$ cat src/hdl/fsw_regs.vh
// Purpose: Constants for the flash status and write-protect block.
// Assumes: Included by every design file of the block.
// Notes: Register selects, field positions, reset values and ranges are named here.
`ifndef FSW_REGS_VH
`define FSW_REGS_VH

// ****************************************************************
// Register selects and field positions
// ****************************************************************
`define FSW_SEL_MAIN 1'b0
`define FSW_SEL_SECT 1'b1
`define FSW_BIT_BUSY 0
`define FSW_BIT_WEL 1
`define FSW_BIT_LVL_LO 2
`define FSW_BIT_LVL_HI 3
`define FSW_BIT_AUTO 6
`define FSW_BIT_LOCK 7
`define FSW_BIT_TOP 2
`define FSW_BIT_BOT 3

// ****************************************************************
// Reset values
// ****************************************************************
`define FSW_RST_LEVEL 2'h3
`define FSW_RST_ZERO 1'b0

// ****************************************************************
// Array geometry, 18-bit byte address
// ****************************************************************
`define FSW_AW 18
`define FSW_ADDR_TOP_QTR 18'h30000
`define FSW_ADDR_TOP_HALF 18'h20000
`define FSW_ADDR_MAX 18'h3ffff
`define FSW_SECTOR_BYTES 18'h01000
`define FSW_LVL_NONE 2'h0
`define FSW_LVL_QTR 2'h1
`define FSW_LVL_HALF 2'h2
`define FSW_LVL_FULL 2'h3

// ****************************************************************
// Operation kinds requested by the instruction decoder
// ****************************************************************
`define FSW_OP_BYTE 3'h0
`define FSW_OP_AUTO 3'h1
`define FSW_OP_SECTOR 3'h2
`define FSW_OP_BLK32 3'h3
`define FSW_OP_BLK64 3'h4
`define FSW_OP_CHIP 3'h5
`define FSW_SZ_SECTOR 18'h00fff
`define FSW_SZ_BLK32 18'h07fff
`define FSW_SZ_BLK64 18'h0ffff
`define FSW_SZ_AUTO 18'h00001

`endif

$ cat src/hdl/fsw_range_check.v
// Purpose: Decides whether a program or erase target range is protected.
// Assumes: Start address may be unaligned; it is aligned here by the kind.
// Notes: Pure combinational check.
`timescale 1ns/100ps
`include "fsw_regs.vh"

module fsw_range_check (
    op_kind,
    op_addr,
    level,
    top_lock,
    bot_lock,
    blocked
);
    input wire [2:0] op_kind;
    input wire [17:0] op_addr;
    input wire [1:0] level;
    input wire top_lock;
    input wire bot_lock;
    output reg blocked;

    reg [17:0] lo;
    reg [17:0] hi;
    reg [17:0] prot_lo;
    reg prot_any;

    // Align the start and size the range from the operation kind.
    always @* begin
        lo = op_addr;
        hi = op_addr;
        case (op_kind)
            `FSW_OP_SECTOR: begin
                lo = op_addr & ~`FSW_SZ_SECTOR;
                hi = lo | `FSW_SZ_SECTOR;
            end
            `FSW_OP_BLK32: begin
                lo = op_addr & ~`FSW_SZ_BLK32;
                hi = lo | `FSW_SZ_BLK32;
            end
            `FSW_OP_BLK64: begin
                lo = op_addr & ~`FSW_SZ_BLK64;
                hi = lo | `FSW_SZ_BLK64;
            end
            `FSW_OP_CHIP: begin
                lo = {`FSW_AW{1'b0}};
                hi = `FSW_ADDR_MAX;
            end
            `FSW_OP_AUTO: begin
                lo = op_addr & ~`FSW_SZ_AUTO;
                hi = lo | `FSW_SZ_AUTO;
            end
            default: begin
                lo = op_addr;
                hi = op_addr;
            end
        endcase
        // Protected region always runs to the top of the array.
        prot_any = 1'b1;
        prot_lo = {`FSW_AW{1'b0}};
        case (level)
            `FSW_LVL_NONE: prot_any = 1'b0;
            `FSW_LVL_QTR: prot_lo = `FSW_ADDR_TOP_QTR;
            `FSW_LVL_HALF: prot_lo = `FSW_ADDR_TOP_HALF;
            default: prot_lo = {`FSW_AW{1'b0}};
        endcase
        blocked = (prot_any && (hi >= prot_lo))
            || (top_lock && (hi >= (`FSW_ADDR_MAX - `FSW_SZ_SECTOR)))
            || (bot_lock && (lo < `FSW_SECTOR_BYTES))
            || ((op_kind == `FSW_OP_CHIP) && (level != `FSW_LVL_NONE));
    end
endmodule

$ cat src/hdl/fsw_status_protect.v
// Purpose: Status registers and write-protection gate of a serial flash.
// Assumes: An instruction decoder delivers one-cycle completion strobes,
//          and an engine reports busy and completions on core_clk.
// Notes: Status bytes are read live; writes arrive as whole bytes.
`timescale 1ns/100ps
`include "fsw_regs.vh"

module fsw_status_protect (
    core_clk,
    arst_n,
    wp_n_pin,
    write_enable_cmd,
    write_disable_cmd,
    status_write_cmd,
    status_write_sel,
    status_write_data,
    op_req,
    op_kind,
    op_addr,
    op_busy,
    op_done,
    auto_mode_enter,
    auto_mode_exit,
    main_status,
    sector_lock_status,
    op_grant,
    op_reject,
    status_write_reject
);
    input wire core_clk;
    input wire arst_n;
    input wire wp_n_pin;
    input wire write_enable_cmd;
    input wire write_disable_cmd;
    input wire status_write_cmd;
    input wire status_write_sel;
    input wire [7:0] status_write_data;
    input wire op_req;
    input wire [2:0] op_kind;
    input wire [17:0] op_addr;
    input wire op_busy;
    input wire op_done;
    input wire auto_mode_enter;
    input wire auto_mode_exit;
    output reg [7:0] main_status;
    output reg [7:0] sector_lock_status;
    output reg op_grant;
    output reg op_reject;
    output reg status_write_reject;

    // ****************************************************************
    // State
    // ****************************************************************
    reg busy_q;
    reg wel_q;
    reg wel_d;
    reg auto_q;
    reg auto_d;
    reg [1:0] level_q;
    reg [1:0] level_d;
    reg lock_q;
    reg lock_d;
    reg top_q;
    reg top_d;
    reg bot_q;
    reg bot_d;
    wire wp_n_sync;
    wire range_blocked;
    wire sw_allowed;
    wire sw_go;
    wire op_go;

    // Returns 1 when protection bits are frozen by pin and lock.
    function frozen;
        input wp_n;
        input lock;
        begin
            frozen = (!wp_n) && lock;
        end
    endfunction

    fsw_sync u_wp_sync (
        .core_clk(core_clk),
        .arst_n(arst_n),
        .pin_in(wp_n_pin),
        .pin_sync(wp_n_sync)
    );

    fsw_range_check u_range (
        .op_kind(op_kind),
        .op_addr(op_addr),
        .level(level_q),
        .top_lock(top_q),
        .bot_lock(bot_q),
        .blocked(range_blocked)
    );

    // ****************************************************************
    // Acceptance decisions
    // ****************************************************************
    // Status write needs the latch, an idle engine, and no lock-down.
    assign sw_allowed = !frozen(wp_n_sync, lock_q);
    assign sw_go = status_write_cmd && wel_q && !busy_q && sw_allowed;
    // Program and erase need the latch and an unprotected range.
    assign op_go = op_req && wel_q && !busy_q && !range_blocked;

    // Next values of the protection fields on an accepted status write.
    always @* begin
        level_d = level_q;
        lock_d = lock_q;
        top_d = top_q;
        bot_d = bot_q;
        if (sw_go) begin
            if (status_write_sel == `FSW_SEL_MAIN) begin
                level_d = {status_write_data[`FSW_BIT_LVL_HI],
                           status_write_data[`FSW_BIT_LVL_LO]};
                lock_d = status_write_data[`FSW_BIT_LOCK];
            end else begin
                top_d = status_write_data[`FSW_BIT_TOP];
                bot_d = status_write_data[`FSW_BIT_BOT];
            end
        end
    end

    // Auto-increment flag: enter wins, so the status image shows it one cycle after the pulse.
    always @* begin
        auto_d = auto_q;
        if (auto_mode_enter) begin
            auto_d = 1'b1;
        end else if (auto_mode_exit) begin
            auto_d = 1'b0;
        end
    end

    // Latch: disable and completions win over enable in the same cycle.
    always @* begin
        wel_d = wel_q;
        if (write_enable_cmd && !busy_q) begin
            wel_d = 1'b1;
        end
        if (write_disable_cmd || status_write_cmd || op_done) begin
            wel_d = 1'b0;
        end
    end

    // ****************************************************************
    // Registers
    // ****************************************************************
    // Protection and latch state.
    always @(posedge core_clk or negedge arst_n) begin
        if (!arst_n) begin
            wel_q <= `FSW_RST_ZERO;
            level_q <= `FSW_RST_LEVEL;
            lock_q <= `FSW_RST_ZERO;
            top_q <= `FSW_RST_ZERO;
            bot_q <= `FSW_RST_ZERO;
        end else begin
            wel_q <= wel_d;
            level_q <= level_d;
            lock_q <= lock_d;
            top_q <= top_d;
            bot_q <= bot_d;
        end
    end

    // Busy follows the engine, and also covers a just-granted operation.
    always @(posedge core_clk or negedge arst_n) begin
        if (!arst_n) begin
            busy_q <= `FSW_RST_ZERO;
            auto_q <= `FSW_RST_ZERO;
        end else begin
            busy_q <= op_go || (op_busy && !op_done);
            auto_q <= auto_d;
        end
    end

    // Registered outputs: status images and decision strobes.
    always @(posedge core_clk or negedge arst_n) begin
        if (!arst_n) begin
            main_status <= {`FSW_RST_ZERO, `FSW_RST_ZERO, 2'h0, `FSW_RST_LEVEL, 2'h0};
            sector_lock_status <= 8'h00;
            op_grant <= 1'b0;
            op_reject <= 1'b0;
            status_write_reject <= 1'b0;
        end else begin
            main_status <= {lock_d, auto_d, 2'h0, level_d, wel_d,
                            (op_go || (op_busy && !op_done))};
            sector_lock_status <= {4'h0, bot_d, top_d, 2'h0};
            op_grant <= op_go;
            op_reject <= op_req && !op_go;
            status_write_reject <= status_write_cmd && !sw_go;
        end
    end
endmodule

$ cat src/hdl/fsw_sync.v
// Purpose: Two-flop synchroniser for the write-protect pin.
// Assumes: Pin is asynchronous to core_clk.
// Notes: First flop feeds only the second.
`timescale 1ns/100ps
`include "fsw_regs.vh"

module fsw_sync (
    core_clk,
    arst_n,
    pin_in,
    pin_sync
);
    input wire core_clk;
    input wire arst_n;
    input wire pin_in;
    output reg pin_sync;

    reg meta_q;

    // ****************************************************************
    // Synchroniser
    // ****************************************************************
    // Resets high, so protection stays relaxed until a real sample arrives.
    always @(posedge core_clk or negedge arst_n) begin
        if (!arst_n) begin
            meta_q <= 1'b1;
            pin_sync <= 1'b1;
        end else begin
            meta_q <= pin_in;
            pin_sync <= meta_q;
        end
    end
endmodule

$ cat config.mk
export PLATFORM = sky130hd
export DESIGN_NAME = fsw_status_protect
export DESIGN_NICKNAME = d
export VERILOG_FILES = /design/src/hdl/fsw_range_check.v /design/src/hdl/fsw_status_protect.v /design/src/hdl/fsw_sync.v
export VERILOG_INCLUDE_DIRS = /design/src /design/src/hdl
export SDC_FILE = /design/constraint.sdc
export NUM_CORES = 1
export LEC_CHECK = 0
export BUFFER_PORTS_ARGS = -buffer_cell sky130_fd_sc_hd__buf_2
export CAP_MARGIN = 30
export CORE_MARGIN = 3
export CORE_UTILIZATION = 40
export CTS_CLUSTER_SIZE = 8
export DETAILED_ROUTE_END_ITERATION = 16
export PLACE_DENSITY = 0.78
export SYNTH_ARGS = -nofsm -noshare
export SYNTH_HDL_FRONTEND = slang
export SYNTH_SLANG_ARGS = --single-unit
$ cat constraint.sdc
create_clock -name core_clk -period 2.47 [get_ports core_clk]
set_input_delay 0 -clock core_clk [delete_from_list [all_inputs] [get_ports core_clk]]
set_output_delay 0 -clock core_clk [all_outputs]
set_load 0.02 [all_outputs]
After elaboration in Yosys (flattened, before gate mapping)
Cells that the tools add are included.
Word-level totals
  register bits: 21
  output and inout port bits: 19
  logic and storage cells: 70
Cells by class
  order comparisons: 3
  equal/unequal tests: 7
  multiplexer cells: 16
  reduce and logical (&&, ||, !) cells: 30
Operator list (number)
  case mux 18 bit (5 select lines): 2
  case mux 18 bit (2 select lines): 1
  >= comparator 18 bit: 1
  >= comparator 18 bit (second input constant): 1
  < comparator 18 x 13 -> 1 bit (second input constant): 1
  logical AND 1 bit: 15
  2-to-1 mux 1 bit: 11
  zero test 1 bit: 7
  == test 3 x 2 -> 1 bit (second input constant): 2
  == test 3 bit (second input constant): 2
  logical OR 1 bit: 6
  2-to-1 mux 2 bit: 2
  == test 3 x 1 -> 1 bit (second input constant): 1
  == test 2 x 1 -> 1 bit (second input constant): 1
  == test 2 bit (second input constant): 1
  zero test 2 bit: 1
  nonzero test 2 bit: 1

Depth between registers and ports, before layout
Gate-level depths: netlist (run 1).
  word-level depth: 11
  depth in mapped cells: 8
  mapped depth without buffers: 8

By module
Synthesis (run 1) repeated with hierarchy kept, for this count alone.
Second synthesis, totals
  cells, all modules: 84
  area total of the unflattened synthesis: 859.6 um^2
Modules (own cells, without submodules)
  fsw_status_protect: instances 1, cells an instance 46, area each 555.5 um^2, sequential area each 277.8 um^2
  fsw_range_check: instances 1, cells an instance 36, area each 251.5 um^2, sequential area each 0.0 um^2
  fsw_sync: instances 1, cells an instance 2, area each 52.6 um^2, sequential area each 52.6 um^2

Least setup slack after synthesis (run 1)
No wires, ideal clock.
  kind: register to register
  start: reg main_status[3] (netlist name)
  end: reg op_reject
  setup time: 124 ps
  arrival: 1954 ps
  required time: 2346 ps
  slack: 392 ps
  stages on the path, launching flop included: 9
  buffers on the path: 0
  period minus slack after synthesis: 2078 ps
  cells stage by stage: dfstp_2 > inv_1 > ha_1 > inv_1 > ha_1 > nand2b_1 > a32oi_1 > a311o_1 > o31a_1
RTL lines
  to (signal assigned): line fsw_status_protect.v:190  | op_reject <= op_req && !op_go;
  to (decl): line fsw_status_protect.v:48  | output reg op_reject;

Worst setup path after layout (run 1)
  start: reg level_q[0]
  end: reg op_reject
Between the ends
  cells in the longest elaborated chain, start to end: 11
  elaborated cells between the ends (all ways): 16
RTL lines
  from (decl): line fsw_status_protect.v:59  | reg [1:0] level_q;
  from (signal assigned): line fsw_status_protect.v:153  | level_q <= `FSW_RST_LEVEL;
  from (signal assigned): line fsw_status_protect.v:159  | level_q <= level_d;
  == test 2 bit or == test 2 x 1 -> 1 bit (tied branches): line fsw_range_check.v:60  | case (level)
  case mux 18 bit (2 select lines): line fsw_range_check.v:60
  >= comparator 18 bit: line fsw_range_check.v:66  | blocked = (prot_any && (hi >= prot_lo))
  logical AND 1 bit: line fsw_range_check.v:66
  logical OR 1 bit (2 in a row): line fsw_range_check.v:66
  logical OR 1 bit *: line fsw_range_check.v:66
  zero test 1 bit *: line fsw_status_protect.v:105  | assign op_go = op_req && wel_q && !busy_q && !range_blocked;
  logical AND 1 bit *: line fsw_status_protect.v:105
  zero test 1 bit *: line fsw_status_protect.v:190
  logical AND 1 bit *: line fsw_status_protect.v:190
Mark *: on every way between the ends. The rest lies on a longest branch, timed or not.

==> flow_metrics.tcl, run 1 <==
set metrics [dict create \
    status "finished clean" \
    min_path_type "in -> reg" \
    grt_first_pass_wirelength_um 2810 \
    die_area_mm2 0.00272 \
    clock_skew_ps 1.49 \
    synth_top_family_by_area "simple AND/OR/NAND/NOR gates" \
    nFillCells 196 \
    ys_types 32 \
    grt_usage_pct 13.9 \
    ios 60 \
    period_share_pct 86.0 \
    critPathKind "reg -> reg" \
    row_count 16 \
    synthAdderAreaFrac_pct 5.87 \
    cp_max_fo 4 \
    hold_violations 0 \
    grt_max_degree 14 \
    dp_hpwl_um 1530 \
    pre_cts_ws_ps 352 \
    synth_area_um2 853 \
    synthSimpleGateAreaFrac_pct 21.3 \
    timing.rr.start "level_q[0]" \
    synth_edf_count 0 \
    design_area_mm2 0.00118 \
    setup_violations 0 \
    critPathRequiredTime_ps 2630 \
    gp_congestion 0.712 \
    yosysWarningCount 0 \
    synth-xor-area-share_pct 0 \
    synth_area_per_cell_um2 9.92 \
    dieHeight_um 52.2 \
    worstSetupStartpointType "flip-flop" \
    grt_overflow 0 \
    synthTopCellsByCount "buf_4 (14), dfrtp_1 (9), inv_1 (7), nand2_1 (6), mux2_2 (5)" \
    yosysMostFrequentCell "buf_4" \
    core_area_mm2 0.00198 \
    p_leak_nw 0.616 \
    antenna_found_initial 0 \
    wl_um 1890 \
    vias_per_cell 4.63 \
    end_kind "flip-flop" \
    antenna_cells 0 \
    clockBufferDepth 2 \
    cts.sinks 13 \
    wire_per_inst_um 11.2 \
    tritoncts "done" \
    maxSlewViolCount 0 \
    max_freq_mhz 471 \
    post_dp_cell_area_mm2 0.00104 \
    yosys.area.top_type "dfrtp_1" \
    drtAntennaViolNets 0 \
    cap_violations 0 \
    nets 187 \
    route.detailed.drc 0 \
    period_needed_ps 2130 \
    clockRootBuffer "clkbuf_4" \
    irDropWorstVdd_uv 365 \
    cts_resized 0 \
    synth_top_area_share_pct 26.4 \
    synth.area.top_cells "dfrtp_1 (26%), buf_4 (12%), dfstp_2 (12%)" \
    initial_utilization_pct 43.1 \
    async_reset_ff_share_pct 100 \
    area_growth_pct 38.9 \
    ys_ff_latch 13 \
    cts-htree-levels 1 \
    die_w_um 52.2 \
    ys.flop_type "dfrtp_1" \
    rsz0062_at_grt "false" \
    place.port_buffers 46 \
    tns_ps 0 \
    fin_ws_ps 345 \
    critPathLaunch "level_q[0]" \
    dr.pass1.iters 4 \
    cts_inserted_buffers 3 \
    yosysSeqAreaShare_pct 38.7 \
    hold_ws_ps 18.5 \
    cp.arrival_ps 2280 \
    clk_pin_slew_ps 70 \
    hold_path.startpoint "auto_mode_exit" \
    drive_above_1_share_pct 44.7 \
    synthMuxAreaShare_pct 6.60 \
    dr_total_vias 778 \
    synth_compound_gate_area_share_pct 11.7 \
    first_iter_violations 5 \
    clk_latency_ps 260 \
    powerDensity_mw_per_mm2 465 \
    grt_pass1_vias 698 \
    synthCells 86 \
]
registers in the layout, summed over array words and instances (netlist names):
register	flops
level_q	1
u_wp_sync.meta_q	1
u_wp_sync.pin_sync	1
op_reject	1
op_grant	1
main_status	5
sector_lock_status	2
status_write_reject	1
layout by cell type (no fill, tap or decap), types with 4 or more instances in the layout:
master	netlist	routed
inv_1	7	7
dfrtp_1	9	9
dfstp_2	4	4
nand2_1	6	6
buf_2	0	46
mux2_2	5	5
nor4_1	4	4
dlygate4sd3_1	0	12
conb_1	1	8
ha_1	4	4
final cells by class:
type / count / area [µm²] / share of cell area, %
multi-input combinational: 59 / 418 / 35.3
timing repair buffer: 58 / 350 / 29.6
sequential: 13 / 330 / 27.9
tap: 27 / 33.8 / 2.85
clock buffer: 4 / 26.3 / 2.22
inverter: 7 / 26.3 / 2.22
path summary, 6_finish.rpt:
kind                                      end  cells after the start  slack (ps)
min reg2reg                u_wp_sync.pin_sync                      0         360
max                                 op_reject                      8         340
min                            main_status[6]                      3          20
max reg2reg                         op_reject                      8         340
min in group asynchronous      main_status[6]                      2         130
max in group asynchronous          level_q[0]                      2        2060
cell families after synthesis:
family | count (synthesis)
buf+inv | 21
flops | 13
simple gates | 30
fa+ha+maj | 4
compound gates | 12
mux | 5
other cells | 1
through the flow:
stage	total power (W)	util (%)	cells
global route	0.000589	59.8	168
CTS	0.000558	59.8	168
global placement	0.000409	52.4	152
floorplan	0.000371	-	93
detailed placement	0.000418	52.4	152
finish	0.000551	59.8	168
critical path: stages, from the launching register on:
cell	delay, ps
dfstp_2	550
inv_1	40
ha_1	260
inv_1	40
ha_1	290
nand2b_1	90
a32oi_1	110
a311o_1	390
o31a_1	250
power by group:
part / switching (W) / internal, W / total (W) / leakage, nW
sequential: 0.0000132 / 0.000237 / 0.000250 / 0.156
combinational: 0.0000943 / 0.0000814 / 0.000176 / 0.445
clock: 0.0000625 / 0.0000624 / 0.000125 / 0.0150
layer usage:
| metal | GRT usage, % | up-vias | part of all wire (%) |
|---|---|---|---|
| li1 | - | 392 | - |
| met1 | 15.2 | 354 | 38 |
| met2 | 26.6 | 32 | 54 |
| met3 | 2.28 | 0 | 8.5 |
| met4 | 5.11 | 0 | 0 |
| met5 | 0 | - | 0 |
repair_timing:
action,in CTS,in global routing
hold endpoints to repair,24,0
buffers inserted,0,0
hold buffers,12,0
Note: power is estimated with default switching activity, not from simulation.
==> inputs of run 2 (changes only) <==
CORE_UTILIZATION = 38   (was 40)
PLACE_DENSITY = 0.75   (was 0.78)
REMOVE_ABC_BUFFERS = 1   (was default)
==> run 2 against run 1 <==
Compared with the run above:
- register-to-register slack better by 40 ps
- clock skew shrank 0.65 ps
- first-iteration DRC count stayed put
- critical path type unchanged
- critical endpoint unchanged
==> flow_metrics.tcl, run 2 (synthesized netlist as in run 1, its figures left out) <==
set metrics [dict create \
    grt_overflow 0 \
    area_growth_pct 40.0 \
    gp_congestion 0.784 \
    rsz0062_at_grt "false" \
    die_area_mm2 0.00285 \
    die_w_um 53.4 \
    layout_commonest_cell "buf_2" \
    dp_hpwl_um 1560 \
    status "finished clean" \
    hold_violations 0 \
    critPathRequiredTime_ps 2630 \
    cp_max_fo 3 \
    grt_usage_pct 15.1 \
    dieHeight_um 53.4 \
    wl_um 1920 \
    period_share_pct 84.5 \
    grt_first_pass_wirelength_um 3130 \
    ios 60 \
    clk_latency_ps 270 \
    slowest_delay_ps 550 \
    rr_worst_depth 8 \
    drive_above_1_share_pct 44.4 \
    clockBufferDepth 2 \
    route.detailed.drc 0 \
    use_met1_pct 15.2 \
    cap_violations 0 \
    crit_cells 8 \
    vias_per_cell 4.66 \
    critPathSlowestCell "dfstp_2" \
    end_kind "flip-flop" \
    fin_util_pct 58.5 \
    max_freq_mhz 479 \
    drtAntennaViolNets 0 \
    grt_use_met2_pct 29.4 \
    first_iter_violations 5 \
    powerDensity_mw_per_mm2 461 \
    maxSlewViolCount 0 \
    dr.pass1.iters 4 \
    critPathKind "reg -> reg" \
    top_register "main_status" \
    cts_inserted_buffers 3 \
    largest_register_ffs 5 \
    antenna_cells 0 \
    hold_depth 3 \
    nets 188 \
    grt_pass1_vias 804 \
    worst-path-buf-inv 2 \
    irDropWorstVdd_uv 307 \
    setup_violations 0 \
    place.port_buffers 46 \
    cts-htree-levels 1 \
    clockRootBuffer "clkbuf_4" \
    p_leak_nw 0.620 \
    wire_per_inst_um 11.4 \
    period_needed_ps 2090 \
    tritoncts "done" \
    min_path_type "in -> reg" \
    dr_total_vias 788 \
    worstPathCellList "inv_1, ha_1, inv_1, ha_1, nand2b_1, a32oi_1, a311o_1, o31a_1" \
    cp.arrival_ps 2240 \
    grt_max_degree 14 \
    worstSetupStartpointType "flip-flop" \
    grt_most_used_layer "met2" \
    cts.sinks 13 \
    critical-path-top-delay-family "compound AO/OA/AOI/OAI gates" \
    initial_utilization_pct 41.8 \
    reg_top3 "main_status: 5 flops, sector_lock_status: 2 flops" \
    final_cell_mix "buf_2 (46), dlygate4sd3_1 (13), dfrtp_1 (9), conb_1 (8), inv_1 (7)" \
    row_count 16 \
    clock_skew_ps 0.843 \
    antenna_found_initial 0 \
    met3_usage_pct 3.66 \
    clk_pin_slew_ps 70 \
    tns_ps 0 \
    core_area_mm2 0.00204 \
]
-- run 2: layout make-up --
type	count	area, µm²
Inverter	7	26.3
Clock buffer	4	26.3
Fill cell	194	847
Tap cell	27	33.8
Sequential cell	13	330
Multi-Input combinational cell	59	418
Timing Repair Buffer	59	360
-- run 2: worst min-delay path: cells and delay by family --
kind	cells	cell delay [ps]
mux	1	150
buf+inv	1	100
simple gates	1	90
-- run 2: routing by layer --
layer,share of wire (%),wire length (µm)
met1,37,719
met2,54,1030
met3,8.7,167
met4,0.36,7
met5,0,0
-- run 2: stage by stage --
stage / setup WS (ps) / total power [W] / area, µm² / instances / hold slack [ps]
floorplan: 392 / 0.000346 / 774 / 79 / -296
global placement: 419 / 0.000409 / 1040 / 152 / -108
detailed placement: 375 / 0.000416 / 1040 / 152 / -104
CTS: 363 / 0.000561 / 1190 / 169 / 100
global route: 282 / 0.000597 / 1190 / 169 / 125
finish: 383 / 0.000551 / 1190 / 169 / 111
-- run 2: path summary, 6_finish.rpt --
check | end | startpoint | slack [ps]
max | op_reject | main_status[3] | 380
min | sector_lock_status[2] | status_write_sel | 110
max reg2reg | op_reject | main_status[3] | 380
min reg2reg | u_wp_sync.pin_sync | u_wp_sync.meta_q | 360
max in group asynchronous | main_status[3] | arst_n | 2060
min in group asynchronous | main_status[6] | arst_n | 140
-- run 2: timing repair --
| item | in CTS | in global routing |
|---|---|---|
| endpoints found under the hold margin | 24 | 0 |
| hold buffers | 13 | 0 |
| resized for setup | 0 | 0 |
| buffers inserted | 0 | 0 |
-- run 2: power by group --
part	total (W)	internal, W	switching, W
Clock	0.000126	0.0000624	0.0000638
Combinational	0.000174	0.0000820	0.0000917
Sequential	0.000251	0.000237	0.0000139
